==> src/hw/bbp_pkg.sv <==
// Shared constants and carrier types for the four-channel pin-toggling port.
package bbp_pkg;

	localparam int unsigned BBP_CHANNELS = 4;
	localparam int unsigned BBP_WIDTH    = 8;

	// Mode-setting command values.
	localparam logic [7:0] BBP_CMD_RESET = 8'h00;
	localparam logic [7:0] BBP_CMD_ASYNC = 8'h01;
	localparam logic [7:0] BBP_CMD_SYNC  = 8'h04;

	// Setup time after a synchronous update, in clock cycles.
	localparam int unsigned BBP_SETUP_CYCLES = 1;

	localparam logic [7:0] BBP_PINS_RESET = 8'h00;

	typedef enum logic [1:0] {
		BBP_MODE_UART,
		BBP_MODE_ASYNC,
		BBP_MODE_SYNC
	} bbp_mode_t;

	// Mode command from the host side: value and per-pin direction mask.
	typedef struct packed {
		logic       valid;
		logic [1:0] chan;
		logic [7:0] value;
		logic [7:0] dir_mask;
	} bbp_mode_cmd_t;

	// Data byte from the host side for one channel.
	typedef struct packed {
		logic       valid;
		logic [1:0] chan;
		logic [7:0] data;
	} bbp_data_cmd_t;

	// Sampled byte returned to the host side.
	typedef struct packed {
		logic       valid;
		logic [1:0] chan;
		logic [7:0] data;
	} bbp_sample_t;

endpackage : bbp_pkg

==> src/hw/bbp_mode_dec.sv <==
// Decoder from a mode command value to a channel mode.
`timescale 1ns/1ps
`default_nettype none
module bbp_mode_dec (
	input  wire logic [7:0]         value,
	input  wire bbp_pkg::bbp_mode_t current,
	output logic                    known,
	output bbp_pkg::bbp_mode_t      mode
);
	import bbp_pkg::*;

	wire is_reset = (value == BBP_CMD_RESET);
	wire is_async = (value == BBP_CMD_ASYNC);
	wire is_sync  = (value == BBP_CMD_SYNC);

	// Unknown values (other engines not built here) keep the current mode.
	assign known = is_reset | is_async | is_sync;
	assign mode  = is_async ? BBP_MODE_ASYNC :
	               is_sync  ? BBP_MODE_SYNC  :
	               is_reset ? BBP_MODE_UART  : current;

endmodule : bbp_mode_dec
`default_nettype wire

==> src/hw/bbp_channel.sv <==
// One channel of the pin-toggling port: mode, pin driver and sampler.
`timescale 1ns/1ps
`default_nettype none
module bbp_channel #(
	parameter int unsigned WIDTH = 8
) (
	input  wire logic             clk,
	input  wire logic             rst_n,
	input  wire logic             mode_wr,
	input  wire logic [7:0]       mode_val,
	input  wire logic [WIDTH-1:0] mode_mask,
	input  wire logic             data_wr,
	input  wire logic [WIDTH-1:0] data,
	input  wire logic [WIDTH-1:0] pins_in,
	output logic [WIDTH-1:0]      pins_out,
	output logic [WIDTH-1:0]      pins_oe_n,
	output logic                  smp_valid,
	output logic [WIDTH-1:0]      smp_data,
	output logic                  busy,
	output bbp_pkg::bbp_mode_t    mode
);
	import bbp_pkg::*;

	initial begin
		if (WIDTH != BBP_WIDTH) $error("bbp_channel: WIDTH must be 8");
	end

	bbp_mode_t        mode_ff;
	logic [WIDTH-1:0] out_ff;
	logic [WIDTH-1:0] mask_ff;
	logic [WIDTH-1:0] oe_n_ff;
	logic             smp_v_ff;
	logic [WIDTH-1:0] smp_ff;
	logic             setup_ff;
	logic             dec_known;
	bbp_mode_t        dec_mode;

	bbp_mode_dec u_dec (
		.value   (mode_val),
		.current (mode_ff),
		.known   (dec_known),
		.mode    (dec_mode)
	);

	wire       pin_mode  = (mode_ff != BBP_MODE_UART);
	wire       sync_wr   = data_wr && (mode_ff == BBP_MODE_SYNC) && !setup_ff;
	wire       async_wr  = data_wr && (mode_ff == BBP_MODE_ASYNC);
	wire       mode_take = mode_wr && dec_known;
	wire [WIDTH-1:0] nxt_oe_n = (dec_mode == BBP_MODE_UART) ?
	                            {WIDTH{1'b1}} : ~mode_mask;

	always_ff @(posedge clk or negedge rst_n) begin
		if (!rst_n) begin
			mode_ff <= BBP_MODE_UART;
			mask_ff <= BBP_PINS_RESET;
			oe_n_ff <= ~BBP_PINS_RESET;
		end else if (mode_take) begin
			mode_ff <= dec_mode;
			mask_ff <= mode_mask;
			oe_n_ff <= nxt_oe_n;
		end
	end

	// Sample is taken from the pins before the new byte lands; the
	// setup cycle follows, during which a further write is refused.
	// sample, drive, setup
	always_ff @(posedge clk or negedge rst_n) begin
		if (!rst_n) begin
			out_ff   <= BBP_PINS_RESET;
			smp_v_ff <= 1'b0;
			smp_ff   <= BBP_PINS_RESET;
			setup_ff <= 1'b0;
		end else begin
			smp_v_ff <= sync_wr;
			setup_ff <= sync_wr;
			if (sync_wr) begin
				smp_ff <= pins_in;
			end
			if (sync_wr || async_wr) begin
				out_ff <= data;
			end
		end
	end

	assign pins_out  = out_ff;
	assign pins_oe_n = oe_n_ff;
	assign smp_valid = smp_v_ff;
	assign smp_data  = smp_ff;
	assign busy      = setup_ff;
	assign mode      = mode_ff;

	sample_only_sync_a: assert property (
		@(posedge clk) disable iff (!rst_n)
		smp_v_ff |-> $past(data_wr) && $past(mode_ff) == BBP_MODE_SYNC)
		else $error("sample returned without a synchronous write");
	sample_old_pins_a: assert property (
		@(posedge clk) disable iff (!rst_n)
		smp_v_ff |-> smp_ff == $past(pins_in))
		else $error("sample not taken before the update");
	async_hold_a: assert property (
		@(posedge clk) disable iff (!rst_n)
		(mode_ff == BBP_MODE_ASYNC && !data_wr) |=> $stable(out_ff))
		else $error("asynchronous output changed without a byte");
	sync_setup_a: assert property (
		@(posedge clk) disable iff (!rst_n)
		sync_wr |=> setup_ff ##1 !setup_ff)
		else $error("setup cycle not exactly one cycle");
	uart_release_a: assert property (
		@(posedge clk) disable iff (!rst_n)
		(mode_take && mode_val == BBP_CMD_RESET) |=> oe_n_ff == '1)
		else $error("return to default left pins driven");
	mask_drive_a: assert property (
		@(posedge clk) disable iff (!rst_n)
		pin_mode |-> oe_n_ff == ~mask_ff)
		else $error("driven pins differ from direction mask");

endmodule : bbp_channel
`default_nettype wire

==> src/hw/bbp_port.sv <==
// Four-channel parallel pin-toggling port with per-channel mode selection.
//
// Contract
// - Every channel can enter pin-toggling mode, synchronous or asynchronous.
// - Asynchronous mode holds the last host byte on the pins.
// - Synchronous mode changes pins only when a byte is delivered.
// - Synchronous mode returns exactly one pin sample per byte accepted; a byte refused during setup returns none.
// - Mode command value 1 selects asynchronous pin-toggling.
// - Mode command value 4 selects synchronous pin-toggling.
// - Synchronous write samples pins first, then drives the new data.
// - One clock of data setup follows each synchronous output update.
// - No read or write strobe pins are driven in pin-toggling modes.
// - After reset all channels are serial UART, no pin-toggling active.
// - Stored configuration only picks the driver enable in UART mode.
// - Each channel keeps its own mode; others stay unaffected.
// - Mode command value 0 returns a channel to default behaviour.
`timescale 1ns/1ps
`default_nettype none
module bbp_port #(
	parameter int unsigned CHANNELS = 4,
	parameter int unsigned WIDTH    = 8
) (
	input  wire logic                         MCLK,
	input  wire logic                         RST_N,
	input  wire bbp_pkg::bbp_mode_cmd_t       MODE_CMD,
	input  wire bbp_pkg::bbp_data_cmd_t       DATA_CMD,
	input  wire logic [CHANNELS-1:0]          CFG_DRIVER_ENABLE,
	input  wire logic [CHANNELS-1:0]          UART_TX_ACTIVE,
	input  wire logic [CHANNELS*WIDTH-1:0]    PINS_IN,
	output logic [CHANNELS*WIDTH-1:0]         PINS_OUT,
	output logic [CHANNELS*WIDTH-1:0]         PINS_OE_N,
	output bbp_pkg::bbp_sample_t              SAMPLE,
	output logic [CHANNELS-1:0]               DATA_BUSY,
	output logic [CHANNELS-1:0]               PIN_MODE_ACTIVE,
	output logic [CHANNELS-1:0]               TRANSMIT_DRIVER_ENABLE
);
	import bbp_pkg::*;

	initial begin
		if (CHANNELS != BBP_CHANNELS) $error("bbp_port: CHANNELS must be 4");
		if (WIDTH != BBP_WIDTH) $error("bbp_port: WIDTH must be 8");
	end

	function automatic logic hit(input logic v, input logic [1:0] c,
	                             input int unsigned i);
		hit = v && (c == i[1:0]);
	endfunction : hit

	logic [CHANNELS*WIDTH-1:0] ch_out;
	logic [CHANNELS*WIDTH-1:0] ch_oe_n;
	logic [CHANNELS*WIDTH-1:0] ch_smp;
	logic [CHANNELS-1:0]       ch_smp_v;
	logic [CHANNELS-1:0]       ch_busy;
	logic [CHANNELS-1:0]       ch_active;
	logic [CHANNELS-1:0]       nxt_transmit_driver_enable;
	logic [CHANNELS-1:0]       transmit_driver_enable_ff;
	logic [CHANNELS-1:0]       busy_ff;
	logic [CHANNELS-1:0]       active_ff;
	logic [CHANNELS*WIDTH-1:0] out_ff;
	logic [CHANNELS*WIDTH-1:0] oe_n_ff;
	bbp_sample_t               nxt_sample;
	bbp_sample_t               sample_ff;

	for (genvar i = 0; i < CHANNELS; i++) begin : g_ch
		bbp_mode_t  mode;
		wire        mode_wr = hit(MODE_CMD.valid, MODE_CMD.chan, i);
		wire        data_wr = hit(DATA_CMD.valid, DATA_CMD.chan, i);

		bbp_channel #(
			.WIDTH (WIDTH)
		) u_ch (
			.clk       (MCLK),
			.rst_n     (RST_N),
			.mode_wr   (mode_wr),
			.mode_val  (MODE_CMD.value),
			.mode_mask (MODE_CMD.dir_mask),
			.data_wr   (data_wr),
			.data      (DATA_CMD.data),
			.pins_in   (PINS_IN[i*WIDTH +: WIDTH]),
			.pins_out  (ch_out[i*WIDTH +: WIDTH]),
			.pins_oe_n (ch_oe_n[i*WIDTH +: WIDTH]),
			.smp_valid (ch_smp_v[i]),
			.smp_data  (ch_smp[i*WIDTH +: WIDTH]),
			.busy      (ch_busy[i]),
			.mode      (mode)
		);

		assign ch_active[i] = (mode != BBP_MODE_UART);
		assign nxt_transmit_driver_enable[i] = (mode == BBP_MODE_UART) &&
		                      CFG_DRIVER_ENABLE[i] && UART_TX_ACTIVE[i];
	end

	// One data byte per cycle reaches one channel, so at most one sample
	// is valid at a time; the lowest index wins only as a safety net.
	always_comb begin
		nxt_sample = '0;
		for (int unsigned i = 0; i < CHANNELS; i++) begin
			if (ch_smp_v[i] && !nxt_sample.valid) begin
				nxt_sample.valid = 1'b1;
				nxt_sample.chan  = i[1:0];
				nxt_sample.data  = ch_smp[i*WIDTH +: WIDTH];
			end
		end
	end

	// Outputs are re-registered so every port comes straight from a flop;
	// the cost is one extra cycle of latency on pins and samples.
	always_ff @(posedge MCLK or negedge RST_N) begin
		if (!RST_N) begin
			out_ff    <= '0;
			oe_n_ff   <= '1;
			sample_ff <= '0;
			busy_ff   <= '0;
			active_ff <= '0;
			transmit_driver_enable_ff  <= '0;
		end else begin
			out_ff    <= ch_out;
			oe_n_ff   <= ch_oe_n;
			sample_ff <= nxt_sample;
			busy_ff   <= ch_busy;
			active_ff <= ch_active;
			transmit_driver_enable_ff  <= nxt_transmit_driver_enable;
		end
	end

	assign PINS_OUT               = out_ff;
	assign PINS_OE_N              = oe_n_ff;
	assign SAMPLE                 = sample_ff;
	assign DATA_BUSY              = busy_ff;
	assign PIN_MODE_ACTIVE        = active_ff;
	assign TRANSMIT_DRIVER_ENABLE = transmit_driver_enable_ff;

	reset_uart_a: assert property (
		@(posedge MCLK)
		$rose(RST_N) |-> active_ff == '0 && oe_n_ff == '1)
		else $error("channel not in UART mode after reset");
	async_select_a: assert property (
		@(posedge MCLK) disable iff (!RST_N)
		(MODE_CMD.valid && MODE_CMD.value == BBP_CMD_ASYNC) ##1 1 ##1 1
		|-> active_ff[$past(MODE_CMD.chan, 2)])
		else $error("value 1 did not enter asynchronous mode");
	sync_select_a: assert property (
		@(posedge MCLK) disable iff (!RST_N)
		(MODE_CMD.valid && MODE_CMD.value == BBP_CMD_SYNC) ##2 1
		|-> active_ff[$past(MODE_CMD.chan, 2)])
		else $error("value 4 did not enter synchronous mode");
	default_return_a: assert property (
		@(posedge MCLK) disable iff (!RST_N)
		(MODE_CMD.valid && MODE_CMD.value == BBP_CMD_RESET) ##2 1
		|-> !active_ff[$past(MODE_CMD.chan, 2)])
		else $error("value 0 did not return to default");
	transmit_driver_enable_gate_a: assert property (
		@(posedge MCLK) disable iff (!RST_N)
		(transmit_driver_enable_ff & active_ff) == '0)
		else $error("driver enable raised outside UART mode");
	sample_pair_a: assert property (
		@(posedge MCLK) disable iff (!RST_N)
		sample_ff.valid |-> $past(DATA_CMD.valid, 2) &&
		$past(DATA_CMD.chan, 2) == sample_ff.chan)
		else $error("sample without matching byte written");

endmodule : bbp_port
`default_nettype wire

==> config.mk <==
export PLATFORM = sky130hd
export DESIGN_NAME = bbp_port
export DESIGN_NICKNAME = d
export VERILOG_FILES = /design/src/hw/bbp_pkg.sv /design/src/hw/bbp_mode_dec.sv /design/src/hw/bbp_channel.sv /design/src/hw/bbp_port.sv
export SDC_FILE = /design/constraint.sdc
export NUM_CORES = 1
export LEC_CHECK = 0
export BUFFER_PORTS_ARGS = -buffer_cell sky130_fd_sc_hd__buf_2
export CAP_MARGIN = 40
export CORE_AREA = 4 4 124 173
export CTS_BUF_LIST = sky130_fd_sc_hd__clkbuf_16
export DETAILED_ROUTE_END_ITERATION = 12
export DIE_AREA = 0 0 128 177
export HOLD_SLACK_MARGIN = 0.1
export PLACE_DENSITY = 0.65
export SETUP_SLACK_MARGIN = 0.3
export SYNTH_ARGS = -nofsm -noshare
export SYNTH_HDL_FRONTEND = slang
export SYNTH_SLANG_ARGS = --single-unit
==> constraint.sdc <==
create_clock -name MCLK -period 1.9 [get_ports MCLK]
set_clock_uncertainty 0.1 [all_clocks]
set_input_delay 0.285 -clock MCLK [delete_from_list [all_inputs] [get_ports MCLK]]
set_output_delay 0.285 -clock MCLK [all_outputs]
set_load 0.005 [all_outputs]
==> metrics list, run 1 <==
- Number of buffers created by CTS: 17
* Combinational cell fraction of total power: 8.9%
* GRT Util Overall: 16.32%
- Sum of met3 wire segment lengths after detailed routing: 950 um
- Highest Signal Layer: met4
* Antenna violations before repair: 0
- Summing all non-filler instances in the final layout gives an area of 0.009996 mm^2.
- Power per unit of standard cell area: between 800 and 900 mW/mm^2
* Clock tree sinks: slightly below 200
- Post-Syn Nets: 590
- H-tree lvl count: 4
* Fin nets: between 800 and 900
* GRT Residual Overflow: 0
* Arrival time at the worst endpoint: around 1.9 ns
* Die H: between 150 and 200 um
- Switching power summed over all nets: between 1.5 and 2 mW
- Final Hold Viols: 0
- The clock passes through at most 2 buffers.
* Area inside the core boundary: approximately 0.02 mm^2
* Relative contribution of sequential cells to total power: between 50 and 60%
- Final hold slack: between 0.1 and 0.15 ns
- STA classifies the critical path endpoint as a register.
- Number of fill cells: between 1,500 and 2,000
- Vias after detailed routing: 5,207
- Per report_power, the clock group accounts for 38.9% of the total.
- Maximum vdd drop: approximately 520 uV
- Dividing the detail-routed via count by the number of cells gives between 5 and 6.
* Largest net degree at the start of global routing: 58
* 1st-pass router iterations: 5
* Clock Latency Late Sink: between 0.4 and 0.5 ns
- The synthesized design contains 195 register bits.
* Required time of the worst setup path: 2.10 ns
- Sequential elements use between 60% and 70% of the synthesized area.
- Averaged over all synthesized cells, the footprint is roughly 14 um^2.
* Wire length per cell after detailed routing: approximately 18 um
- Yosys printed 0 warnings.
* Hold path depth: 3
- Worst Path Max Fanout: 8
- Of the post-synthesis cell area, the dominant cell type holds 43.92%.
- After layout, the minimum clock period comes to roughly 1.7 ns.
- After routing, the total negative slack on setup checks comes to 0 ns.
* Maximum clock frequency: between 600 and 700 MHz
- Clock tree from TritonCTS: built
- Depth of the most critical reg-to-reg path: 4
- Via count of the first global-routing pass: between 5,000 and 6,000
- Hold EP: g_ch[3].u_ch.pins_oe_n[6]
- Ant. Diodes: 0
* Mapped cell area: ~0.0075 mm^2
* Area of the die: roughly 0.023 mm^2
- Power comes to roughly 8.7 mW.
- The final layout contains routed wiring with a total length of about 18 mm.
- Final count of negative-setup-slack endpoints: 0
* Wire length on met2: 9.520 mm
- Relative to the synthesized area, the layout overhead comes to 33.91%.
* Number of remaining DRC errors: 0
- Leading area contributor after synthesis: sky130_fd_sc_hd__dfrtp_1
* Number of placed instances, taps included: 940
- The netlist uses 38 different library cells.
- Of the available clock period, the critical path in the final layout requires 87.26%.
* Count of non-filler cells in the finished layout: a little over 1,000
- Setup repair after global routing could not meet its margin everywhere.
- The cell sitting at the root of the clock tree is a sky130_fd_sc_hd__clkbuf_16.
- The tightest min-delay check is of the primary input to register type.
- Max-cap violations in this run came to 0.
* Internal power: 6.723 mW
- IO Count: between 150 and 200
- Count of port buffers added during placement: between 150 and 200
- Detailed placement HPWL: 12.67 mm
- The detailed router put a total of a little over 7 mm of wire on met1.
- Final-report max-slew violation count: 0
- Top cells by area, synth: sky130_fd_sc_hd__dfrtp_1, sky130_fd_sc_hd__dfstp_2, sky130_fd_sc_hd__mux2_2
- Run status: complete, no violations
* Post-Synthesis Cells: approximately 520
* Placed inst area: 0.008825 mm^2
- The worst register-to-register path ends at g_ch[3].u_ch.pins_out[4].
- The initial utilization of the core area, before any placement, comes to a little under two fifths.
- In this run the core area contains slightly above 60 standard-cell rows.
- The first routing iteration left ~260 violations.
- Critical register-to-register path startpoint: g_ch[3].u_ch.mode[0]
- The startpoint identified for the worst hold timing path is MODE_CMD[6].
- The worst setup path is launched from a register.
* Placer's final routability congestion estimate: approximately 0.84
- Clock-pin slew was measured on the worst setup and hold paths at 0.07 ns.
- Worst R2R Setup Slack: around 0.24 ns
- Headroom to the max-slew limit came out at about 67%.
- In this run the static leakage power is roughly 4.9 nW.
- The critical path is of the register to register type.
- The post-route netlist has approximately 51% of its cells at a drive strength greater than 1.
- Net switching is between 20% and 30% of the power.
- The first global-routing pass estimated 29.06 mm of wire.
* Worst slew pin tran: 0.5001 ns
- The floorplan step set the die width to ~130 um.
* Antenna viol nets, final: 0
[stage by stage]
step                setup WS [ns]  util [%]
finish                     0.2420     50.37
global route               0.2126     50.37
CTS                        0.2388     50.09
detailed placement        -0.1012     44.47
global placement         -0.04151     44.47
floorplan                 0.09563         -
[logic make-up (layout without fill, tap and decap cells)]
| logic type | after synthesis | count (layout) | synth area share [%] |
|---|---|---|---|
| flip-flops | 195 | 195 | 66.44 |
| multiplexers | 64 | 64 | 9.655 |
| AND/OR/NAND/NOR | 103 | 104 | 8.599 |
| AO/OA/AOI/OAI | 101 | 101 | 11.68 |
| buffers and inverters | 55 | 314 | 3.620 |
[registers in the layout (all words and copies together), names as in the netlist]
signal                  flops
DATA_BUSY                   4
PINS_OE_N                  32
PINS_OUT                   32
PIN_MODE_ACTIVE             4
SAMPLE                     11
TRANSMIT_DRIVER_ENABLE      4
g_ch.u_ch.busy              4
g_ch.u_ch.mode              8
g_ch.u_ch.pins_oe_n        32
g_ch.u_ch.pins_out         32
g_ch.u_ch.smp_data         32
[cell usage after synthesis, drive strengths merged]
library cell	instances
nor2	49
clkbuf	11
o22a	8
and2	10
nand2b	2
a21o	1
a21oi	1
a221oi	32
or4	1
nor4b	1
and2b	1
buf	7
nand3	1
inv	34
dlygate4sd3	1
dfrtp	131
dfstp	64
dlygate4sd1	2
nor3	7
nor2b	4
o21ai	11
a22oi	16
mux2	64
nand2	9
nor3b	4
or3b	3
or3	5
a22o	32
or2	4
nor4	2
[repair_timing]
action | CTS | global route
hold endpoints to repair | 122 | 0
gates resized for setup | 5 | 6
hold buffers | 51 | 0
pin swaps | 3 | 1
buffers inserted | 3 | 3
cloned | 0 | 1
endpoints found under the setup margin | 48 | 42
[power by group through the flow]
stage	combinational, mW	clock (mW)	sequential (mW)
3_5_place_dp	0.693	0	4.62
4_1_cts	0.780	3.49	4.55
3_3_place_gp	0.663	0	4.61
5_1_grt	0.852	3.66	4.58
6_report	0.773	3.38	4.55
2_1_floorplan	0.293	0	4.61
[final cells by class]
cell class / count / area (um^2) / area share, %
repair buffers: 248 / 1690 / 16.91
clock buffers: 18 / 450.4 / 4.506
inverters: 34 / 127.6 / 1.277
multi-input cells: 269 / 2341 / 23.42
well taps: 252 / 315.3 / 3.154
flip-flops and latches: 195 / 4960 / 49.62
clock inverters: 14 / 111.4 / 1.114
[worst max-delay path, cell delays in order (launching register included)]
cell and delay (ns):
sky130_fd_sc_hd__dfrtp_1 0.39, sky130_fd_sc_hd__or3b_4 0.43, sky130_fd_sc_hd__a21oi_4 0.15, sky130_fd_sc_hd__buf_12 0.16, sky130_fd_sc_hd__mux2_4 0.30
[worst max-delay path by stage]
stage | start | endpoint | slack [ns] | depth (start not counted)
CTS | g_ch[3].u_ch.mode[0] | g_ch[3].u_ch.pins_out[4] | 0.24 | 4
detailed placement | MODE_CMD[15] | g_ch[0].u_ch.pins_oe_n[3] | -0.10 | 6
floorplan | MODE_CMD[15] | g_ch[3].u_ch.pins_oe_n[5] | 0.1 | 6
global route | g_ch[3].u_ch.mode[0] | g_ch[3].u_ch.pins_out[4] | 0.21 | 4
global placement | MODE_CMD[15] | g_ch[3].u_ch.pins_oe_n[7] | -0.04 | 6
finish | g_ch[3].u_ch.mode[0] | g_ch[3].u_ch.pins_out[4] | 0.24 | 4
[layer usage]
layer / vias to the layer above / track usage, %
met3: 35 / 3.170
met4: 0 / 6.637
li1: 2358 / -
met5: - / 0
met2: 187 / 28.34
met1: 2627 / 19.79
[layout by cell type (no fill, tap or decap), drive strengths merged, types with 3 or more instances in the layout]
cell	instances
buf	196
dfrtp	131
dfstp	64
mux2	64
dlygate4sd3	51
nor2	49
inv	41
a22o	32
a221oi	32
clkbuf	19
a22oi	16
o21ai	11
and2	10
nand2	9
o22a	8
nor3	7
clkinv	6
or3	5
or2	4
nor3b	4
nor2b	4
or3b	3
(Power assumes the default switching activity.)
==> run 2: changes to the inputs <==
Settings changed: SETUP_SLACK_MARGIN 0.3 to 0.5.
==> run 2 against run 1 <==
Setup slack lost 0.0028 ns. First-iteration DRC count shrank 6.6%. Register-to-register slack is essentially flat. Wire length grew 12%. Sequential power is essentially flat. Critical path depth is the same.
==> metrics list, run 2 (synthesis results as in run 1) <==
- The transition at the pin with the smallest max-transition slack is 0.6677 ns (+0.1676 ns).
- The HPWL after detailed placement is 12.57 mm (-0.79%).
- Final count of negative-setup-slack endpoints: 0 (unchanged)
- The die width is 128 um (unchanged).
- Hold path depth: 3 (unchanged)
* Maximum vdd drop: 595.7 uV (+15%)
* Combinational cell fraction of total power: 10.0% (+1.1 points)
* Via count of the first global-routing pass: 6,073 (+8.7%)
- The register clock-pin slew on the reported worst setup and hold paths came to 0.07 ns (about the same).
* Initial standard-cell utilization of the core: 37.62% (unchanged)
- The deepest level of the CTS H-tree is 4 (unchanged).
- Clk root buf: sky130_fd_sc_hd__clkbuf_16
- The library cell used most frequently in the layout, excluding fill and tap cells, is sky130_fd_sc_hd__buf_2.
- Number of buffers created by CTS: 17 (unchanged)
- Number of fill cells: 1,580 (-8.2%)
- Proportion of layout cells with a drive suffix above 1: 61.64% (+10 points)
* Category of the worst setup path capture point: register
* Depth of the most critical reg-to-reg path: 4 (unchanged)
- Count of port buffers added during placement: 158 (unchanged)
- GRT Util Overall: 18.34% (+2.0 points)
* Total number of placement rows: 61 (unchanged)
* Unrepaired setup endpoints after global routing: true
- Switching fraction of total power: 23.60% (+0.83 points)
- GRT Residual Overflow: 0 (unchanged)
- The achievable clock frequency is 602.1 MHz (-0.17%).
- Fin nets: 876 (+4.7%)
- First-pass GRT wire length: 32.25 mm (+11%)
* Total wire length: 20.34 mm (+12%)
* Slack of the critical path: 0.2392 ns (-0.002792 ns)
- Clock tree sinks: 195 (unchanged)
- Min-delay worst type: primary input to register
- Critical Setup Path Class: register to register
- Post-route core utilization: 56.98% (+6.6 points)
- The residual DRC count was 0 (unchanged).
- The residual antenna-violating net count after detailed routing is 0 (unchanged).
- The total negative setup slack came to 0 ns (unchanged).
* Static Leak: 5.367 nW (+10%)
- Detailed Route Iter0 Violations: 239 (-6.6%)
- The worst register-to-register path ends at g_ch[3].u_ch.pins_out[0].
- The sequential cell area is 0.004966 mm^2 (+0.13%).
* Critical register-to-register path startpoint: g_ch[3].u_ch.mode[0]
- The post-placement worst setup slack was -0.08808 ns (+0.01308 ns).
- The final non-filler cell area is 0.01131 mm^2 (+13%).
* Slew headroom: 55.48% (-11 points)
- Clock Path Buffers: 2 (unchanged)
- Tmin final: 1.661 ns (+0.002792 ns)
* Internal power: 6.885 mW (+2.4%)
* Area of the multi-input gates: 0.002878 mm^2 (+23%)
- The count of inserted antenna diode cells is 0 (unchanged).
- Largest net degree at the start of global routing: 47 (-19%)
* Relative contribution of sequential cells to total power: 50.7% (-1.5 points)
- The critical path required time was 2.10 ns (about the same).
- The flow ran to the end, and the final reports show no timing, DRC or antenna violations.
* Worst Min Path Start: MODE_CMD[0]
* Antenna violations before repair: 0 (unchanged)
- Switching power summed over all nets: 2.127 mW (+7.3%)
- The worst setup path is launched from a register.
- For hold timing, the worst endpoint is g_ch[2].u_ch.pins_oe_n[0].
- Area inside the core boundary: 0.01984 mm^2 (unchanged)
- The total power per unit cell area was 797.0 mW/mm^2 (-8.5%).
* Arrival time at the worst endpoint: 1.86 ns (about the same)
* 1st-pass router iterations: 5 (unchanged)
- Placer's final routability congestion estimate: 0.8066 (-3.5%)
- Vias after detailed routing: 5,388 (+3.5%)
* Placed inst area: 0.008984 mm^2 (+1.8%)
- Wire length per cell after detailed routing: 19.04 um (+8.1%)
* Worst Path Max Fanout: 8 (unchanged)
- Signed area change from the synthesized netlist to the final layout: 51.48%
- Max-cap violations: 0 (unchanged)
* Via-to-Cell Ratio: 5.045 (-0.21%)
- Final worst path period share: 87.41% (+0.15 points)
- Clock network fraction of design power: 39.3% (+0.4 points)
- The later-pin clock latency in the skew report is 0.44 ns (+0.02 ns).
- The count of final max-slew check failures came to 0 (unchanged).
- IO Count: 159 (unchanged)
* Worst R2R Setup Slack: 0.24 ns (about the same)
- Die H: 177 um (unchanged)
- Commonest cells after routing, fill and taps aside: sky130_fd_sc_hd__buf_2, sky130_fd_sc_hd__dfrtp_1, sky130_fd_sc_hd__dfstp_2, sky130_fd_sc_hd__dlygate4sd3_1, sky130_fd_sc_hd__buf_6
- TritonCTS built the clock tree.
* Final Hold Viols: 0 (unchanged)
- Area of the die: 0.02266 mm^2 (unchanged)
run 2: worst max-delay path by stage:
stage | start | to | slack, ns | depth (start not counted)
after global routing | g_ch[3].u_ch.mode[0] | g_ch[3].u_ch.pins_out[6] | 0.21 | 4
final | g_ch[3].u_ch.mode[0] | g_ch[3].u_ch.pins_out[0] | 0.24 | 4
after global placement | MODE_CMD[15] | g_ch[1].u_ch.pins_oe_n[6] | -0.006 | 6
after CTS | g_ch[3].u_ch.mode[0] | g_ch[3].u_ch.pins_out[6] | 0.24 | 4
after floorplan | MODE_CMD[15] | g_ch[3].u_ch.pins_oe_n[5] | 0.1 | 6
after detailed placement | MODE_CMD[15] | g_ch[1].u_ch.pins_oe_n[0] | -0.09 | 6
run 2: through the flow:
step                hold slack, ns  cells  total power, mW
CTS                         0.1262   1062            9.086
floorplan                  -0.1106    518            4.945
detailed placement          0.1725    934            5.363
finish                      0.1464   1068            9.012
global placement            0.1630    934            5.316
global route                0.1255   1068            9.382
run 2: per-layer routing:
metal	global-route usage [%]	vias up	wire (um)
li1	-	2427	-
met1	21.61	2736	8036
met3	4.318	35	983
met5	0	-	0
met2	31.84	190	10690
met4	7.788	0	622
run 2: power by group through the flow:
| stage | combinational (mW) | clock [mW] | sequential (mW) |
|---|---|---|---|
| final | 0.902 | 3.54 | 4.57 |
| after global routing | 0.981 | 3.81 | 4.60 |
| after CTS | 0.897 | 3.63 | 4.56 |
| after detailed placement | 0.732 | 0 | 4.63 |
| after global placement | 0.703 | 0 | 4.61 |
| after floorplan | 0.335 | 0 | 4.61 |
run 2: repair_timing:
item	in CTS	in global routing
hold endpoints to repair	198	1
pin swaps	23	41
gates cloned	6	1
hold buffers	55	1
setup endpoints to repair	144	145
resized for setup	120	47
buffers inserted	36	5
run 2: final cells by class:
type	count	area share, %
tap	252	2.789
timing repair buffer	287	21.64
multi-input combinational	269	25.45
clock inverter	14	1.306
inverter	34	1.129
sequential	195	43.92
clock buffer	17	3.762
run 2: critical path, stage by stage, from the launching register on:
cell,delay [ns]
sky130_fd_sc_hd__dfrtp_1,0.38
sky130_fd_sc_hd__or3b_4,0.43
sky130_fd_sc_hd__a21oi_4,0.16
sky130_fd_sc_hd__buf_12,0.16
sky130_fd_sc_hd__mux2_4,0.31
